`src/cops_pkg.sv`:
```
// package: constants, register map and carrier types of the clock output power sequencer
// ----------------------------------------------------------------------------
// ----------------------------------------------------------------------------
package cops_pkg;

    // ------------------------------------------------------------------------
    // timing
    // ------------------------------------------------------------------------
    localparam int CLOCK_MHZ           = 10;
    localparam int DELAY_MIN_US        = 30;
    localparam int DELAY_MAX_US        = 400;
    localparam int RELEASE_DELAY_US    = 100;
    localparam int STAGE_GAP_US        = 1;
    localparam int STARTUP_LIMIT_MS    = 3;
    // least time rounds up, longest rounds down; both are whole at 10 mhz
    localparam int DELAY_MIN_CYCLES    = DELAY_MIN_US * CLOCK_MHZ;
    localparam int DELAY_MAX_CYCLES    = DELAY_MAX_US * CLOCK_MHZ;
    localparam logic [11:0] RELEASE_DELAY_CYCLES = 12'(RELEASE_DELAY_US * CLOCK_MHZ);
    localparam logic [11:0] STAGE_GAP_CYCLES     = 12'(STAGE_GAP_US * CLOCK_MHZ);
    localparam int STARTUP_LIMIT_CYCLES = STARTUP_LIMIT_MS * 1000 * CLOCK_MHZ;

    // ------------------------------------------------------------------------
    // register map
    // ------------------------------------------------------------------------
    localparam logic [7:0] CTRL_OFFSET    = 8'h00;
    localparam logic [7:0] STATUS_OFFSET  = 8'h04;
    localparam int CTRL_STOP_MASK_LSB     = 0;
    localparam int CTRL_MULT_SEL_BIT      = 3;
    localparam int CTRL_FREE_STOP_BIT     = 4;
    localparam int STATUS_STATE_LSB       = 0;
    localparam int STATUS_LOCK_BIT        = 8;
    localparam int STATUS_PINS_LSB        = 9;
    localparam int STATUS_LATE_BIT        = 12;
    localparam logic [2:0] CTRL_STOP_MASK_RESET = 3'h7;
    localparam logic       CTRL_MULT_SEL_RESET  = 1'h0;
    localparam logic       CTRL_FREE_STOP_RESET = 1'h1;

    // ------------------------------------------------------------------------
    // types
    // ------------------------------------------------------------------------
    typedef enum logic [6:0] {
        ST_OFF   = 7'h01,
        ST_LOCK  = 7'h02,
        ST_FIRST = 7'h04,
        ST_BUF   = 7'h08,
        ST_PCI   = 7'h10,
        ST_REST  = 7'h20,
        ST_RUN   = 7'h40
    } cops_state_type;

    // one enable per output group, high lets the group run
    typedef struct packed {
        logic fixed_sixtysix;
        logic feedback_buffered;
        logic other_buffered;
        logic pci;
        logic pci_free;
        logic display_48;
        logic ref_out;
    } cops_gate_type;

    // drive control of the three differential cpu pairs
    typedef struct packed {
        logic [2:0] run;
        logic [2:0] true_hold;
        logic [2:0] comp_oe;
        logic       double_current;
        logic       mult_sel;
    } cops_proc_type;

    typedef struct packed {
        logic [2:0] stop_mask;
        logic       mult_sel;
        logic       free_stoppable;
    } cops_ctrl_type;

endpackage

```
`src/cops_sync.sv`:
```
// three-stage pin synchroniser whose output moves once two samples agree
`timescale 1ns/1ps
module cops_sync #(
    parameter int         WIDTH = 1,
    parameter logic [3:0] RESET = 4'h0
) (
    // clock and reset
    input  wire logic             clock,
    input  wire logic             rstn,
    // pins and filtered levels
    input  wire logic [WIDTH-1:0] pin,
    output logic      [WIDTH-1:0] level
);
    import cops_pkg::*;

    logic [WIDTH-1:0] meta_reg;
    logic [WIDTH-1:0] sample_reg;
    logic [WIDTH-1:0] check_reg;
    logic [WIDTH-1:0] level_reg;

    // ------------------------------------------------------------------------
    // stages
    // ------------------------------------------------------------------------
    // meta_reg feeds only sample_reg; a glitch must be seen twice to count
    always_ff @(posedge clock or negedge rstn) begin
        if (!rstn) begin
            meta_reg   <= RESET[WIDTH-1:0];
            sample_reg <= RESET[WIDTH-1:0];
            check_reg  <= RESET[WIDTH-1:0];
        end else begin
            meta_reg   <= pin;
            sample_reg <= meta_reg;
            check_reg  <= sample_reg;
        end
    end

    // per-bit agreement filter
    for (genvar i = 0; i < WIDTH; i++) begin : g_bit
        always_ff @(posedge clock or negedge rstn) begin
            if (!rstn) begin
                level_reg[i] <= RESET[i];
            end else if (sample_reg[i] == check_reg[i]) begin
                level_reg[i] <= check_reg[i];
            end
        end
    end

    assign level = level_reg;

endmodule

```
`src/cops_sequencer.sv`:
```
// clock output power sequencer: suspend exit staging, stop pins and apb registers
//
// Design decisions made here: the APB interface to the registers and the register addresses.
`timescale 1ns/1ps
module cops_sequencer #(
    parameter int unsigned STARTUP_LIMIT_CYCLES = cops_pkg::STARTUP_LIMIT_CYCLES
) (
    // clock and reset
    input  wire logic                  clock,
    input  wire logic                  rstn,
    // power management pins, active low, asynchronous
    input  wire logic                  power_down_n,
    input  wire logic                  pci_stop_n,
    input  wire logic                  cpu_stop_n,
    // pll lock detector, asynchronous
    input  wire logic                  pll_lock,
    // apb slave
    input  wire logic                  psel,
    input  wire logic                  penable,
    input  wire logic                  pwrite,
    input  wire logic [7:0]            paddr,
    input  wire logic [31:0]           pwdata,
    output logic      [31:0]           prdata,
    output logic                       pready,
    output logic                       pslverr,
    // output gating and drive
    output cops_pkg::cops_gate_type    gate,
    output cops_pkg::cops_proc_type    proc,
    output logic                       pll_power_up
);
    import cops_pkg::*;

    // ------------------------------------------------------------------------
    // declarations
    // ------------------------------------------------------------------------
    logic [3:0]     pins_s;
    logic           pd_s;
    logic           pci_stop_s;
    logic           cpu_stop_s;
    logic           lock_s;
    cops_state_type state_reg;
    cops_state_type state_next;
    logic [11:0]    timer_reg;
    logic [11:0]    timer_next;
    logic [15:0]    startup_reg;
    logic           late_reg;
    logic           late_next;
    cops_ctrl_type  ctrl_reg;
    cops_gate_type  gate_reg;
    cops_gate_type  gate_next;
    cops_proc_type  proc_reg;
    cops_proc_type  proc_next;
    logic           ref_stage_reg;
    logic           pll_reg;
    logic [31:0]    prdata_reg;
    logic           pready_reg;
    logic           pslverr_reg;
    logic [11:0]    first_age_reg;
    logic           setup_take;
    logic           write_take;

    // ------------------------------------------------------------------------
    // pin synchronisers
    // ------------------------------------------------------------------------
    // power_down_n resets low so the block starts powered down and locks first
    cops_sync #(
        .WIDTH (4),
        .RESET (4'hc)
    ) u_sync (
        .clock (clock),
        .rstn  (rstn),
        .pin   ({pci_stop_n, cpu_stop_n, pll_lock, power_down_n}),
        .level (pins_s)
    );

    // filtered levels: a change counts after two agreeing samples
    assign pd_s       = pins_s[0];
    assign lock_s     = pins_s[1];
    assign cpu_stop_s = pins_s[2];
    assign pci_stop_s = pins_s[3];

    // ------------------------------------------------------------------------
    // sequencing state machine
    // ------------------------------------------------------------------------
    wire timer_gap  = (timer_reg == STAGE_GAP_CYCLES - 12'h001);
    wire timer_hold = (timer_reg == RELEASE_DELAY_CYCLES - 12'h001);

    // power-down wins from any state, independent of the cpu frequency
    always_comb begin
        state_next = state_reg;
        if (!pd_s) begin
            state_next = ST_OFF;
        end else begin
            case (state_reg)
                ST_OFF:   state_next = ST_LOCK;
                ST_LOCK:  if (lock_s) state_next = ST_FIRST;
                ST_FIRST: if (timer_hold) state_next = ST_BUF;
                ST_BUF:   if (timer_gap) state_next = ST_PCI;
                ST_PCI:   if (timer_gap) state_next = ST_REST;
                ST_REST:  if (timer_gap) state_next = ST_RUN;
                ST_RUN:   state_next = ST_RUN;
                default:  state_next = ST_OFF;
            endcase
        end
    end

    // delay counter runs on the fixed reference, not a selectable output clock
    assign timer_next = (state_next != state_reg) ? 12'h000 :
                        (timer_reg == 12'hfff) ? timer_reg : timer_reg + 12'h001;

    always_ff @(posedge clock or negedge rstn) begin
        if (!rstn) begin
            state_reg <= ST_OFF;
            timer_reg <= 12'h000;
        end else begin
            state_reg <= state_next;
            timer_reg <= timer_next;
        end
    end

    // ------------------------------------------------------------------------
    // startup watchdog
    // ------------------------------------------------------------------------
    wire starting  = (state_reg != ST_OFF) && (state_reg != ST_RUN);
    wire late_hit  = starting && (startup_reg == 16'(STARTUP_LIMIT_CYCLES));
    wire late_clr  = write_take && (paddr == STATUS_OFFSET) && pwdata[STATUS_LATE_BIT];
    // a late start is sticky; a set in the clearing cycle wins
    assign late_next = late_hit | (late_reg & ~late_clr);

    always_ff @(posedge clock or negedge rstn) begin
        if (!rstn) begin
            startup_reg <= 16'h0000;
            late_reg    <= 1'b0;
        end else begin
            startup_reg <= !starting ? 16'h0000 :
                           late_hit ? startup_reg : startup_reg + 16'h0001;
            late_reg    <= late_next;
        end
    end

    // ------------------------------------------------------------------------
    // output gating
    // ------------------------------------------------------------------------
    wire rel_rest  = (state_next == ST_REST) || (state_next == ST_RUN);
    wire rel_pci   = (state_next == ST_PCI) || rel_rest;
    wire rel_buf   = (state_next == ST_BUF) || rel_pci;
    wire rel_first = (state_next == ST_FIRST) || rel_buf;
    wire [2:0] cpu_halt = cpu_stop_s ? 3'h0 : ctrl_reg.stop_mask;

    // staged group enables; nothing beyond lock-gated group before the delay
    assign gate_next.fixed_sixtysix    = rel_first;
    assign gate_next.feedback_buffered = rel_first;
    assign gate_next.other_buffered    = rel_buf;
    assign gate_next.pci               = rel_pci & pci_stop_s;
    assign gate_next.pci_free          = rel_pci &
                                         (pci_stop_s | ~ctrl_reg.free_stoppable);
    assign gate_next.display_48        = rel_rest;
    // reference waits one extra cycle on the way up, stops with the rest
    assign gate_next.ref_out           = rel_rest & ref_stage_reg;

    // cpu pairs: stopped pairs rest true-high, complement floating
    assign proc_next.run            = rel_first ? ~cpu_halt : 3'h0;
    assign proc_next.true_hold      = ~proc_next.run;
    assign proc_next.comp_oe        = proc_next.run;
    // powered down or waiting for lock: bias at twice the reference current
    assign proc_next.double_current = ~rel_first;
    assign proc_next.mult_sel       = ctrl_reg.mult_sel;

    // enables are registered; the output cells take them only in clock low phase
    always_ff @(posedge clock or negedge rstn) begin
        if (!rstn) begin
            gate_reg      <= '0;
            proc_reg      <= '{run: 3'h0, true_hold: 3'h7, comp_oe: 3'h0,
                               double_current: 1'b1, mult_sel: CTRL_MULT_SEL_RESET};
            ref_stage_reg <= 1'b0;
            pll_reg       <= 1'b0;
        end else begin
            gate_reg      <= gate_next;
            proc_reg      <= proc_next;
            ref_stage_reg <= rel_rest;
            pll_reg       <= (state_next != ST_OFF);
        end
    end

    assign gate         = gate_reg;
    assign proc         = proc_reg;
    assign pll_power_up = pll_reg;

    // ------------------------------------------------------------------------
    // apb slave
    // ------------------------------------------------------------------------
    function automatic logic reg_hit(input logic [7:0] addr);
        reg_hit = (addr == CTRL_OFFSET) || (addr == STATUS_OFFSET);
    endfunction

    // one wait-free access cycle: pready rises in the first access cycle
    assign setup_take = psel && !penable;
    assign write_take = psel && penable && pready_reg && pwrite && reg_hit(paddr);
    wire [31:0] ctrl_word   = {27'h0, ctrl_reg.free_stoppable, ctrl_reg.mult_sel,
                               ctrl_reg.stop_mask};
    wire [31:0] status_word = {19'h0, late_reg, pci_stop_s, cpu_stop_s, pd_s,
                               lock_s, 1'b0, state_reg};
    wire [31:0] read_word   = (paddr == CTRL_OFFSET)   ? ctrl_word :
                              (paddr == STATUS_OFFSET) ? status_word : 32'h0;

    // answer register, loaded in the setup cycle
    always_ff @(posedge clock or negedge rstn) begin
        if (!rstn) begin
            pready_reg  <= 1'b0;
            pslverr_reg <= 1'b0;
            prdata_reg  <= 32'h0;
        end else begin
            pready_reg  <= setup_take;
            pslverr_reg <= setup_take && !reg_hit(paddr);
            prdata_reg  <= (setup_take && !pwrite) ? read_word : 32'h0;
        end
    end

    // control register; writes take effect at the access edge
    always_ff @(posedge clock or negedge rstn) begin
        if (!rstn) begin
            ctrl_reg <= '{stop_mask: CTRL_STOP_MASK_RESET, mult_sel: CTRL_MULT_SEL_RESET,
                          free_stoppable: CTRL_FREE_STOP_RESET};
        end else if (write_take && paddr == CTRL_OFFSET) begin
            ctrl_reg <= '{stop_mask: pwdata[CTRL_STOP_MASK_LSB +: 3],
                          mult_sel: pwdata[CTRL_MULT_SEL_BIT],
                          free_stoppable: pwdata[CTRL_FREE_STOP_BIT]};
        end
    end

    assign prdata  = prdata_reg;
    assign pready  = pready_reg;
    assign pslverr = pslverr_reg;

    // ------------------------------------------------------------------------
    // assertions
    // ------------------------------------------------------------------------
    // cycles spent between the first release and the buffered release
    always_ff @(posedge clock or negedge rstn) begin
        if (!rstn) begin
            first_age_reg <= 12'h000;
        end else if (state_reg == ST_LOCK) begin
            first_age_reg <= 12'h000;
        end else if (state_reg == ST_FIRST) begin
            first_age_reg <= first_age_reg + 12'h001;
        end
    end
endmodule

```
`config.mk`:
```
export PLATFORM = sky130hd
export DESIGN_NAME = cops_sequencer
export DESIGN_NICKNAME = d
export VERILOG_FILES = /design/src/cops_pkg.sv /design/src/cops_sync.sv /design/src/cops_sequencer.sv
export SDC_FILE = /design/constraint.sdc
export NUM_CORES = 1
export LEC_CHECK = 0
export BUFFER_PORTS_ARGS = -buffer_cell sky130_fd_sc_hd__buf_2
export CAP_MARGIN = 10
export CORE_MARGIN = 4
export CORE_UTILIZATION = 57
export DETAILED_ROUTE_END_ITERATION = 12
export PLACE_DENSITY = 0.85
export SYNTH_ARGS = -nofsm -noshare
export SYNTH_HDL_FRONTEND = slang
export SYNTH_SLANG_ARGS = --single-unit
```
`constraint.sdc`:
```
create_clock -name clock -period 6.6 [get_ports clock]
set_clock_uncertainty 0.1 [all_clocks]
set_input_delay 1.32 -clock clock [delete_from_list [all_inputs] [get_ports clock]]
set_output_delay 1.32 -clock clock [all_outputs]
set_load 0.02 [all_outputs]
```
=== Word level (Yosys, flattened, before mapping) ===
Index checks and enable logic that the tools add are counted.

* Bits in registers: 87
* Bits of input ports: 49

* Add/subtract/negate cells: 2
* Equal/unequal tests: 27
* Mux-type cells: 16
* Bitwise gates (word level): 11
* Reductions and logical operators: 21

{| class="wikitable"
|+ Operators with widths
! kind !! count
|-
| $pmux W7 S7 || 1
|-
| $mux W7 || 6
|-
| $mux W13 || 3
|-
| $mux W16 || 2
|-
| $mux W12 || 2
|-
| $add A16 B1 Y16 const B || 1
|-
| $eq A16 B15 Y1 const B || 1
|-
| $eq A7 B3 Y1 const B || 2
|-
| $eq A7 B4 Y1 const B || 2
|-
| $eq A7 B5 Y1 const B || 2
|-
| $eq A7 B6 Y1 const B || 2
|-
| $eq A7 B7 Y1 const B || 2
|-
| $ne A7 B1 Y1 const B || 2
|-
| $add A12 B1 Y12 const B || 1
|-
| $eq A12 B10 Y1 const B || 1
|-
| $eq A12 B12 Y1 const B || 1
|-
| $eq A12 B4 Y1 const B || 1
|-
| $logic_and A1 B1 Y1 || 12
|-
| $eq A8 B3 Y1 const B || 1
|-
| $logic_not A8 Y1 || 1
|-
| $eq A7 B1 Y1 const B || 1
|-
| $eq A7 B2 Y1 const B || 1
|-
| $ne A7 B7 Y1 || 1
|-
| $ne A7 B7 Y1 const B || 1
|-
| other kinds (9) || 27
|}

=== Depth between registers and ports, before layout ===
Gate-level depths: netlist of run 1.

* Depth after elaboration: 11
* Gate-level depth with buffers: 9
* Gate-level depth less buffers: 8

=== By module ===
From an unflattened synthesis of run 1, not the netlist that was laid out.

* Cell total of the unflattened synthesis: 394
* Area total of the unflattened synthesis: 4120.2 µm²

{| class="wikitable"
|+ By module, submodules not included
! module !! times used !! cells an instance !! area an instance (µm²) !! seq. area each (µm²)
|-
| cops_sequencer || 1 || 374 || 3664.8 || 1762.9
|-
| cops_sync || 1 || 20 || 455.4 || 410.4
|}

=== Least setup slack after synthesis of run 1 ===
OpenSTA, ideal clock, no wires.

* Path type: input port to flip-flop
* From: input port paddr[7]
* To: register ctrl_reg[1] in the netlist's numbering
* Library setup time: 0.125 ns
* Arrival time: 2.701 ns
* Data required time: 6.375 ns
* Slack: 3.675 ns
* Stages on the path: 5
* Path buffers: 0
* Cell sequence: nor4_1 nand2_1 or2_2 nor2_1 mux2_2

* Longest elaborated chain between the ends: 4
* Elaborated cells between the ends (all ways): 5

{| class="wikitable"
|+ Ends and longest elaborated chain
! element !! RTL line !! RTL
|-
| start: declaration || cops_sequencer.sv:21 || <nowiki>input wire logic [7:0] paddr,</nowiki>
|-
| $eq A8 B3 Y1 or $logic_not A8 Y1 (tied branches) || cops_sequencer.sv:193, cops_sequencer.sv:224 ||
|-
| $logic_or A1 B1 Y1 || cops_sequencer.sv:193 || <nowiki>reg_hit = (addr == CTRL_OFFSET) || (addr == STATUS_OFFSET);</nowiki>
|-
| $logic_and A1 B1 Y1 || cops_sequencer.sv:198 || <nowiki>assign write_take = psel && penable && pready_reg && pwrite && reg_hit(paddr);</nowiki>
|-
| $logic_and A1 B1 Y1 (*) || cops_sequencer.sv:224 || <nowiki>end else if (write_take && paddr == CTRL_OFFSET) begin</nowiki>
|-
| end signal: assignment || cops_sequencer.sv:222 || <nowiki>ctrl_reg <= '{stop_mask: CTRL_STOP_MASK_RESET, mult_sel: CTRL_MULT_SEL_RESET,</nowiki>
|-
| end signal: assignment || cops_sequencer.sv:225 || <nowiki>ctrl_reg <= '{stop_mask: pwdata[CTRL_STOP_MASK_LSB +: 3],</nowiki>
|-
| end: declaration || cops_sequencer.sv:48 || <nowiki>cops_ctrl_type ctrl_reg;</nowiki>
|}

Every way passes the cells marked *; elsewhere a longest branch is shown, timed or not.
A chain may end at the register's enable or synchronous reset.

=== Worst setup path after layout of run 1 ===
Ends and elaborated chain as after synthesis.

==> flow_metrics.env, run 1 <==
export IMPL_cts_tree="yes"
export IMPL_synth_most_common_cell="dfrtp_1"
export IMPL_cts_setup_buffers=0
export IMPL_grt_max_degree=87
export IMPL_viasPerCell=5.534
export IMPL_syn_inst=380
export IMPL_crit_required_ns=6.74
export IMPL_cts_sinks=86
export IMPL_place_area_mm2=0.004275
export IMPL_drt_iter0_drc=235
export IMPL_fp_coreArea_mm2=0.006869
export IMPL_worst_pin_slew_ns=0.9927
export IMPL_ys_flop_type="dfrtp_1"
export IMPL_fmax_ghz=0.3551
export IMPL_crit_chain="buf_2, nor4_1, nand2_1, or2_2, nor2_1, mux2_2"
export IMPL_cts_buffers=9
export IMPL_ys_seq_area_share_pct=53.40
export IMPL_grt_setup_unrepaired="false"
export IMPL_drc=0
export IMPL_fin_area_mm2=0.004502
export IMPL_cts_hold_buf=0
export IMPL_yosys_register_bits=86
export IMPL_slew_headroom_pct=33.82
export IMPL_crit_family="simple AND/OR/NAND/NOR gates"
export IMPL_nNetsFinal=478
export IMPL_largest_reg_flops=16
export IMPL_track_usage_pct=19.45
export IMPL_finalCritPeriodShare_pct=42.66
export IMPL_yosysWarnings=0
export IMPL_die_w_um=92.50
export IMPL_finalSetupViolCount=0
export IMPL_diodes=0
export IMPL_startpoint_type="input pin"
export IMPL_clk_pin_slew_ns=0.09
export IMPL_start_util_pct=59.25
export IMPL_crit_path_end_kind="flip-flop"
export IMPL_max_stage_delay_ns=0.39
export IMPL_tns_ns=0
export IMPL_place_congestion=0.8844
export IMPL_wire_per_inst_um=14.79
export IMPL_synth_cell_type_count=59
export IMPL_path_max_fanout=8
export IMPL_timing_critical_path_buf_inv=1
export IMPL_synthToLayoutAreaGrowth_pct=10.61
export IMPL_clockRootBuffer="clkbuf_8"
export IMPL_hp_class="flip-flop to flip-flop"
export IMPL_finalWirelength_mm=7.777
export IMPL_ant_nets=0
export IMPL_syn_area_mm2=0.004070
export IMPL_yosysTopAreaCellShare_pct=42.42
export IMPL_hold_violations=0
export IMPL_insertion_delay_ns=0.36
export IMPL_cap_violations=0
export IMPL_gr_total_overflow=0
export IMPL_synth_common_cells="69 x dfrtp_1, 36 x nor2_1, 25 x buf_4, 25 x nand2_1, 17 x dfstp_2"
export IMPL_cts_resized=0
export IMPL_power_density_mw_per_mm2=275.2
export IMPL_vias=2911
export IMPL_outcome="complete, no violations"
export IMPL_post_route_util_pct=65.54
export IMPL_die_height_um=92.50
export IMPL_port_buffers=55
export IMPL_period_minus_slack_ns=2.816
export IMPL_synthTopCellsByArea="dfrtp_1 42%, dfstp_2 11%, buf_4 4.6%"
export IMPL_slew_violations=0
export IMPL_worstSetupPathType="input pin to flip-flop"
export IMPL_hold_ws_ns=0.2533
export IMPL_synth_edf_count=0
export IMPL_fp_row_count=30
export IMPL_synth_top_area_cell="dfrtp_1"
export IMPL_slowest_stage="mux2_2"
export IMPL_dp_hpwl_mm=5.398
export IMPL_grt_pass1_wl_mm=13.12
export IMPL_antenna_found_initial=0
export IMPL_drive_gt1_share_pct=24.42
export IMPL_ir_drop_v=0.0001391
export IMPL_first_pass_iters=4
export IMPL_grt_pass1_vias=2766
export IMPL_cts_path_max_buffers=2
export IMPL_die_area_mm2=0.008556
export IMPL_ys_async_sr_fraction_pct=100.0
export IMPL_postSynthAreaPerCell_um2=10.71
export IMPL_leakage_nw=2.123
export IMPL_io_pins=102
export IMPL_cp_arrival_ns=2.96
export IMPL_htree_levels=3
cell type report:
class                           instances  area, um^2
Clock buffer                            9       123.9
Clock inverter                          7       102.6
Fill cell                             507        2367
Inverter                               15       56.30
Multi-Input combinational cell        256        1633
Sequential cell                        86        2173
Tap cell                               96       120.1
Timing Repair Buffer                   57       292.8
layout by cell type, fill, tap and decap left out, drive strengths merged, types with 2 or more instances in the layout:
cell type	count
dfrtp	69
mux2	3
and3	11
mux2i	6
xnor2	10
nor2b	3
and4b	2
o211ai	4
or3	4
a21o	2
xor2	11
nand4	16
dfstp	17
or4	2
o21ai	13
and2	2
conb	20
nor3	12
nor3b	5
nor4	4
buf	57
a21oi	10
nor2	36
nand2	25
nand3	14
and4	3
clkbuf	9
inv	19
nor4b	6
or2	2
ha	4
bufinv	2
a221oi	2
nand2b	4
maj3	4
worst reg2reg max path: cells and delay by family (launching register included):
| kind | cells | cell delay, ns |
|---|---|---|
| AND/OR/NAND/NOR | 3 | 0.93 |
| flip-flops | 1 | 0.48 |
| AO/OA/AOI/OAI | 3 | 1.03 |
cells by family after synthesis:
kind of cell	synth area share, %
other cells	0.09213
buf+inv	8.239
simple gates	21.43
xor+xnor	4.519
flops	53.40
mux	2.306
fa+ha+maj	2.213
compound gates	7.809
power breakdown:
part | switching, mW | internal, mW | total, mW
Combinational | 0.139 | 0.0772 | 0.216
Sequential | 0.0406 | 0.567 | 0.608
Clock | 0.197 | 0.218 | 0.415
Total | 0.376 | 0.863 | 1.24
per-stage QoR:
stage	power, mW	setup WS, ns	instances
after global routing	1.299	3.645	526
after detailed placement	0.8323	3.410	510
final	1.239	3.784	526
after global placement	0.8216	3.442	510
after CTS	1.245	3.798	526
after floorplan	0.7855	3.675	399
layer usage:
metal | part of all wire, % | vias to the layer above | global-route usage [%]
met5 | 0 | - | 0
met4 | 2.6 | 0 | 10.02
met3 | 8.1 | 19 | 4.630
met2 | 48 | 122 | 30.69
met1 | 41 | 1403 | 24.97
li1 | - | 1367 | -
worst paths after layout:
check / from / endpoint / slack [ns] / cells after the start
worst max-delay path: paddr[7] / ctrl_reg[1] / 3.78 / 6
max in group asynchronous: rstn / startup_reg[13] / 4.74 / 1
worst min-delay path: u_sync.meta_reg[2] / u_sync.sample_reg[2] / 0.25 / 0
min in group asynchronous: rstn / gate[5] / 1.02 / 1
worst max register to register: timer_reg[2] / timer_reg[8] / 3.91 / 6
worst min register to register: u_sync.meta_reg[2] / u_sync.sample_reg[2] / 0.25 / 0
Power figures use the tool's default switching activity.
==> inputs of run 2 (changes only) <==
--- a/config.mk
+++ b/config.mk
@@ -5,12 +5,13 @@
 export SDC_FILE = /design/constraint.sdc
 export NUM_CORES = 1
 export LEC_CHECK = 0
+export ABC_AREA = 1
 export BUFFER_PORTS_ARGS = -buffer_cell sky130_fd_sc_hd__buf_2
 export CAP_MARGIN = 10
 export CORE_MARGIN = 4
-export CORE_UTILIZATION = 57
+export CORE_UTILIZATION = 48
 export DETAILED_ROUTE_END_ITERATION = 12
-export PLACE_DENSITY = 0.85
+export PLACE_DENSITY = 0.76
 export SYNTH_ARGS = -nofsm -noshare
 export SYNTH_HDL_FRONTEND = slang
 export SYNTH_SLANG_ARGS = --single-unit
==> constraint.sdc (replaced) <==
create_clock -name clock -period 2.4 [get_ports clock]
set_clock_uncertainty 0.1 [all_clocks]
set_input_delay 0.48 -clock clock [delete_from_list [all_inputs] [get_ports clock]]
set_output_delay 0.48 -clock clock [all_outputs]
set_load 0.02 [all_outputs]
==> flow_metrics.env, run 2 <==
export IMPL_outcome="complete, no violations"
export IMPL_synthSimpleGateAreaFrac_pct=24.01
export IMPL_final_common_cell="nand2_1"
export IMPL_worstReg2RegEnd="timer_reg[10]"
export IMPL_ys_async_sr_fraction_pct=100.0
export IMPL_cts_buffers=9
export IMPL_hold_ws_ns=0.1088
export IMPL_r2r_start="state_reg[4]"
export IMPL_min_from="cpu_stop_n"
export IMPL_synth_cell_type_count=41
export IMPL_synthTopCellsByArea="dfrtp_1 42%, dfstp_2 11%, nand2_1 7.4%"
export IMPL_ff2ff_setup_slack_ns=0.27
export IMPL_viasPerCell=4.976
export IMPL_vias=3125
export IMPL_cts_sinks=86
export IMPL_timing_critical_path_buf_inv=2
export IMPL_port_buffers=55
export IMPL_layout_cells_non_filler=628
export IMPL_clk_pin_slew_ns=0.10
export IMPL_synth_edf_count=0
export IMPL_track_usage_pct=16.95
export IMPL_syn_area_mm2=0.004085
export IMPL_finalSetupViolCount=0
export IMPL_fp_row_count=33
export IMPL_fmax_ghz=0.4704
export IMPL_combPwrFrac_pct=21.1
export IMPL_cp_arrival_ns=2.31
export IMPL_yosysWarnings=0
export IMPL_antenna_found_initial=0
export IMPL_insertion_delay_ns=0.36
export IMPL_crit_family="simple AND/OR/NAND/NOR gates"
export IMPL_ant_nets=0
export IMPL_synthMuxAreaShare_pct=1.378
export IMPL_start_util_pct=49.47
export IMPL_slowest_stage="dfrtp_1"
export IMPL_worstSetupPathType="flip-flop to flip-flop"
export IMPL_slew_headroom_pct=63.54
export IMPL_intPower_mw=2.218
export IMPL_min_path_cells=1
export IMPL_synth_top_area_cell="dfrtp_1"
export IMPL_place_congestion=0.8684
export IMPL_syn_inst=457
export IMPL_power_switching_mw=1.131
export IMPL_cts_path_max_buffers=2
export IMPL_seq_power_share_pct=49.7
export IMPL_tns_ns=0
export IMPL_die_area_mm2=0.01005
export IMPL_dp_cells=611
export IMPL_ir_drop_v=0.0004199
export IMPL_grt_pass1_wl_mm=13.57
export IMPL_die_w_um=100.3
export IMPL_drive_gt1_share_pct=26.77
export IMPL_largest_reg_flops=16
export IMPL_first_pass_iters=4
export IMPL_synthToLayoutAreaGrowth_pct=12.50
export IMPL_fp_coreArea_mm2=0.008258
export IMPL_synth_most_common_cell="nand2_1"
export IMPL_fillers=762
export IMPL_yosys_area_share_adder_pct=2.205
export IMPL_crit_chain="nor2_2, nand2_2, inv_2, nand3_2, inv_1, nand2_1, nand2_1, nand3_1, nand2_1, nand3_1, nor2_2, nand2_2, nor2_2"
export IMPL_clockRootBuffer="clkbuf_8"
export IMPL_postSynthAreaPerCell_um2=8.939
export IMPL_die_height_um=100.3
export IMPL_startpoint="state_reg[4]"
export IMPL_drc=0
export IMPL_yosysTopAreaCellShare_pct=42.27
export IMPL_power_frac_clock_pct=29.2
export IMPL_grt_setup_unrepaired="false"
export IMPL_hold_end="u_sync.meta_reg[2]"
export IMPL_final_cell_mix="80 x nand2_1, 69 x dfrtp_1, 54 x buf_2, 51 x inv_1, 39 x nor2_1"
export IMPL_wire_per_inst_um=12.80
export IMPL_dp_hpwl_mm=6.102
export IMPL_hp_class="input pin to flip-flop"
export IMPL_finalWirelength_mm=8.041
export IMPL_startpoint_type="flip-flop"
export IMPL_worst_pin_slew_ns=0.5469
export IMPL_synth_common_cells="80 x nand2_1, 69 x dfrtp_1, 51 x inv_1, 39 x nor2_1, 25 x buf_4"
export IMPL_htree_levels=3
export IMPL_slew_violations=0
export IMPL_synth_compound_area_share_pct=6.891
export IMPL_diodes=0
export IMPL_synth_top_family_by_area="simple AND/OR/NAND/NOR gates"
export IMPL_post_route_util_pct=55.65
export IMPL_worst_r2r_path_depth=13
export IMPL_cts_setup_buffers=0
export IMPL_leakage_nw=2.301
export IMPL_nNetsFinal=571
export IMPL_ys_seq_area_share_pct=53.20
export IMPL_cap_violations=0
export IMPL_cts_tree="yes"
export IMPL_max_stage_delay_ns=0.48
export IMPL_gr_total_overflow=0
export IMPL_io_pins=102
export IMPL_swShare_pct=33.77
export IMPL_crit_path_end_kind="flip-flop"
export IMPL_grt_pass1_vias=3029
export IMPL_finalCritPeriodShare_pct=88.58
export IMPL_path_max_fanout=12
export IMPL_period_minus_slack_ns=2.126
export IMPL_drt_iter0_drc=148
export IMPL_yosys_register_bits=86
export IMPL_ys_flop_type="dfrtp_1"
export IMPL_crit_required_ns=2.59
export IMPL_power_density_mw_per_mm2=728.7
export IMPL_hold_violations=0
export IMPL_synthXorXnorAreaFrac_pct=1.501
export IMPL_grt_max_degree=37
## run 2: cell count changes after synthesis, sizes merged, moves of 11 or more
cell	change
nand2	+63
nor2	+25
inv	+44
and3	-11
a21oi	+13
nand3	+11
## run 2: how the worst max path moves through the flow
stage / to / slack (ns) / cells past startpoint
global placement: timer_reg[1] / 0.34 / 14
floorplan: timer_reg[8] / 0.61 / 15
CTS: timer_reg[10] / 0.26 / 14
detailed placement: timer_reg[1] / 0.28 / 12
global route: timer_reg[0] / 0.02 / 16
finish: timer_reg[10] / 0.27 / 13
## run 2: per-stage QoR
| stage | power (mW) | setup WS (ns) | cell area [um^2] |
|---|---|---|---|
| 6_report | 3.349 | 0.2740 | 4596 |
| 5_1_grt | 3.551 | 0.01546 | 4596 |
| 3_5_place_dp | 2.401 | 0.2799 | 4395 |
| 2_1_floorplan | 2.236 | 0.6061 | 4156 |
| 4_1_cts | 3.391 | 0.2629 | 4596 |
| 3_3_place_gp | 2.377 | 0.3428 | 4395 |
## run 2: power by group through the flow
stage | logic, mW | registers [mW] | clock network [mW]
6_report | 0.708 | 1.66 | 0.978
5_1_grt | 0.799 | 1.68 | 1.07
4_1_cts | 0.715 | 1.66 | 1.01
3_5_place_dp | 0.713 | 1.69 | 0
3_3_place_gp | 0.693 | 1.68 | 0
2_1_floorplan | 0.495 | 1.74 | 0
## run 2: timing repair
action,CTS,global route
hold endpoints to repair,32,0
hold buffers,1,0
resized for setup,0,0
## run 2: final cells by class
cell class | instances | area, um^2 | share of cell area (%)
Timing Repair Buffer | 60 | 330.3 | 7.188
Clock inverter | 6 | 52.55 | 1.143
Tap cell | 105 | 131.4 | 2.859
Multi-Input combinational cell | 301 | 1545 | 33.62
Clock buffer | 10 | 137.6 | 2.995
Inverter | 60 | 225.2 | 4.901
Sequential cell | 86 | 2173 | 47.29
## run 2: logic make-up after synthesis
| family | count (synthesis) |
|---|---|
| buf+inv | 89 |
| mux | 5 |
| flops | 86 |
| compound gates | 52 |
| other cells | 1 |
| simple gates | 209 |
| fa+ha+maj | 8 |
| xor+xnor | 7 |
## run 2: worst register-to-register path, cell delays in order, from the launching register on
cell and delay (ns):
dfrtp_1 0.48, nor2_2 0.16, nand2_2 0.10, inv_2 0.10, nand3_2 0.08, inv_1 0.10, nand2_1 0.08, nand2_1 0.08
nand3_1 0.06, nand2_1 0.09, nand3_1 0.10, nor2_2 0.14, nand2_2 0.22, nor2_2 0.15
## run 2: metal layers
metal | global-route usage, % | vias to the layer above | share of wire, %
met5 | 0 | - | 0
met4 | 5.907 | 0 | 1.8
met3 | 4.587 | 15 | 4.8
met2 | 28.34 | 67 | 50
met1 | 21.21 | 1500 | 43
li1 | - | 1543 | -
==> inputs of run 3 (changes only) <==
--- a/config.mk
+++ b/config.mk
@@ -8,6 +8,7 @@
 export ABC_AREA = 1
 export BUFFER_PORTS_ARGS = -buffer_cell sky130_fd_sc_hd__buf_2
 export CAP_MARGIN = 10
+export CORE_ASPECT_RATIO = 0.9
 export CORE_MARGIN = 4
 export CORE_UTILIZATION = 48
 export DETAILED_ROUTE_END_ITERATION = 12
==> flow_metrics.env, run 3 (synthesis gave the netlist of run 2 again) <==
export IMPL_outcome="complete, no violations"
export IMPL_gr_total_overflow=0
export IMPL_drc=0
export IMPL_period_minus_slack_ns=2.120
export IMPL_clockRootBuffer="clkbuf_8"
export IMPL_crit_chain="inv_1, ha_1, nand2_1, nor2_1, nand3_1, nand2_1, nand2_1, nand3_1, nor2_1, nor2_1, nand2_1, nor2_2, nand2_4, nor2_1"
export IMPL_slowest_stage="dfrtp_1"
export IMPL_leakage_nw=2.307
export IMPL_ir_drop_v=0.0004379
export IMPL_die_height_um=95.52
export IMPL_timing_critical_path_buf_inv=1
export IMPL_final_cell_mix="80 x nand2_1, 69 x dfrtp_1, 54 x buf_2, 51 x inv_1, 39 x nor2_1"
export IMPL_tns_ns=0
export IMPL_grt_setup_unrepaired="false"
export IMPL_antenna_found_initial=0
export IMPL_place_congestion=0.9206
export IMPL_hold_violations=0
export IMPL_drt_iter0_drc=184
export IMPL_fmax_ghz=0.4716
export IMPL_largest_reg_flops=16
export IMPL_final_common_cell="nand2_1"
export IMPL_place_area_mm2=0.004400
export IMPL_die_w_um=105.2
export IMPL_fin_ws_ns=0.2796
export IMPL_insertion_delay_ns=0.36
export IMPL_slew_violations=0
export IMPL_finalWirelength_mm=7.799
export IMPL_finalSetupViolCount=0
export IMPL_swShare_pct=32.77
export IMPL_grt_pass1_vias=2949
export IMPL_fin_area_mm2=0.004619
export IMPL_cap_violations=0
export IMPL_track_usage_pct=16.45
export IMPL_power_density_mw_per_mm2=739.6
export IMPL_cts_tree="yes"
export IMPL_finalCritPeriodShare_pct=88.35
export IMPL_synthToLayoutAreaGrowth_pct=13.08
export IMPL_cp_arrival_ns=2.31
export IMPL_seq_power_share_pct=48.6
export IMPL_hold_ws_ns=0.1021
export IMPL_slew_headroom_pct=66.17
export IMPL_hp_class="input pin to flip-flop"
export IMPL_ff2ff_setup_slack_ns=0.28
export IMPL_clk_pin_slew_ns=0.09
export IMPL_fp_coreArea_mm2=0.008184
export IMPL_cts_sinks=86
export IMPL_crit_required_ns=2.59
export IMPL_worstSetupPathType="flip-flop to flip-flop"
export IMPL_worst_pin_slew_ns=0.5075
export IMPL_die_area_mm2=0.01005
export IMPL_startpoint_type="flip-flop"
export IMPL_cts_path_max_buffers=2
export IMPL_combPwrFrac_pct=21.1
export IMPL_io_pins=102
export IMPL_crit_family="simple AND/OR/NAND/NOR gates"
export IMPL_crit_path_end_kind="flip-flop"
export IMPL_grt_max_degree=49
export IMPL_drive_gt1_share_pct=26.63
export IMPL_power_frac_clock_pct=30.4
export IMPL_cts_buffers=9
export IMPL_diodes=0
export IMPL_port_buffers=55
export IMPL_first_pass_iters=4
export IMPL_ant_nets=0
export IMPL_dp_hpwl_mm=5.869
export IMPL_wire_per_inst_um=12.24
export IMPL_start_util_pct=49.92
export IMPL_power_switching_mw=1.119
export IMPL_htree_levels=3
export IMPL_grt_pass1_wl_mm=13.26
export IMPL_cts_setup_buffers=0
export IMPL_max_stage_delay_ns=0.40
export IMPL_vias=3106
export IMPL_nNetsFinal=570
export IMPL_viasPerCell=4.876
export IMPL_place_ws_ns=0.2518
export IMPL_intPower_mw=2.297
export IMPL_fp_row_count=31
export IMPL_path_max_fanout=12
run 3: changes by cell type in the layout (fill, tap and decap cells not counted), sizes merged:
cell      before  now
buf           59   58
clkinvlp       2    1
bufinv         0    1
clkbuf        10    9
clkinv         2    3
run 3: timing repair:
action	4_1_cts	5_1_grt
hold endpoints to repair	35	0
hold buffers	1	0
gates resized for setup	0	1
setup endpoints to repair	0	11
run 3: power groups by stage:
stage / combinational, mW / sequential, mW / clock [mW]
after floorplan: 0.495 / 1.74 / 0
after global placement: 0.695 / 1.68 / 0
after detailed placement: 0.713 / 1.68 / 0
after CTS: 0.716 / 1.66 / 1.07
after global routing: 0.796 / 1.67 / 1.13
final: 0.719 / 1.66 / 1.04
run 3: metrics by stage:
stage	utilization (%)	std cells	power [mW]
2_1_floorplan	-	476	2.236
3_3_place_gp	53.77	620	2.377
3_5_place_dp	53.77	620	2.398
4_1_cts	56.38	637	3.445
5_1_grt	56.44	637	3.597
6_report	56.44	637	3.416
run 3: worst paths after layout:
kind	startpoint	to	cells past startpoint
min reg2reg	u_sync.meta_reg[1]	u_sync.sample_reg[1]	0
min in group asynchronous	rstn	timer_reg[3]	2
max	timer_reg[1]	timer_reg[0]	14
max reg2reg	timer_reg[1]	timer_reg[0]	14
max in group asynchronous	rstn	ctrl_reg[4]	3
min	cpu_stop_n	u_sync.meta_reg[2]	1
run 3: area by class of cell:
cell class                      count  area, um^2
Clock buffer                        9       123.9
Clock inverter                      7       80.08
Fill cell                         710        3565
Inverter                           60       225.2
Multi-Input combinational cell    301        1550
Sequential cell                    86        2173
Tap cell                          115       143.9
Timing Repair Buffer               59       322.8
run 3: layer usage:
layer / up-vias / GRT usage [%] / part of all wire, %
met5: - / 0 / 0
met2: 82 / 26.54 / 49
met1: 1464 / 21.64 / 44
met4: 0 / 7.104 / 1.8
li1: 1547 / - / -
met3: 13 / 3.521 / 4.7
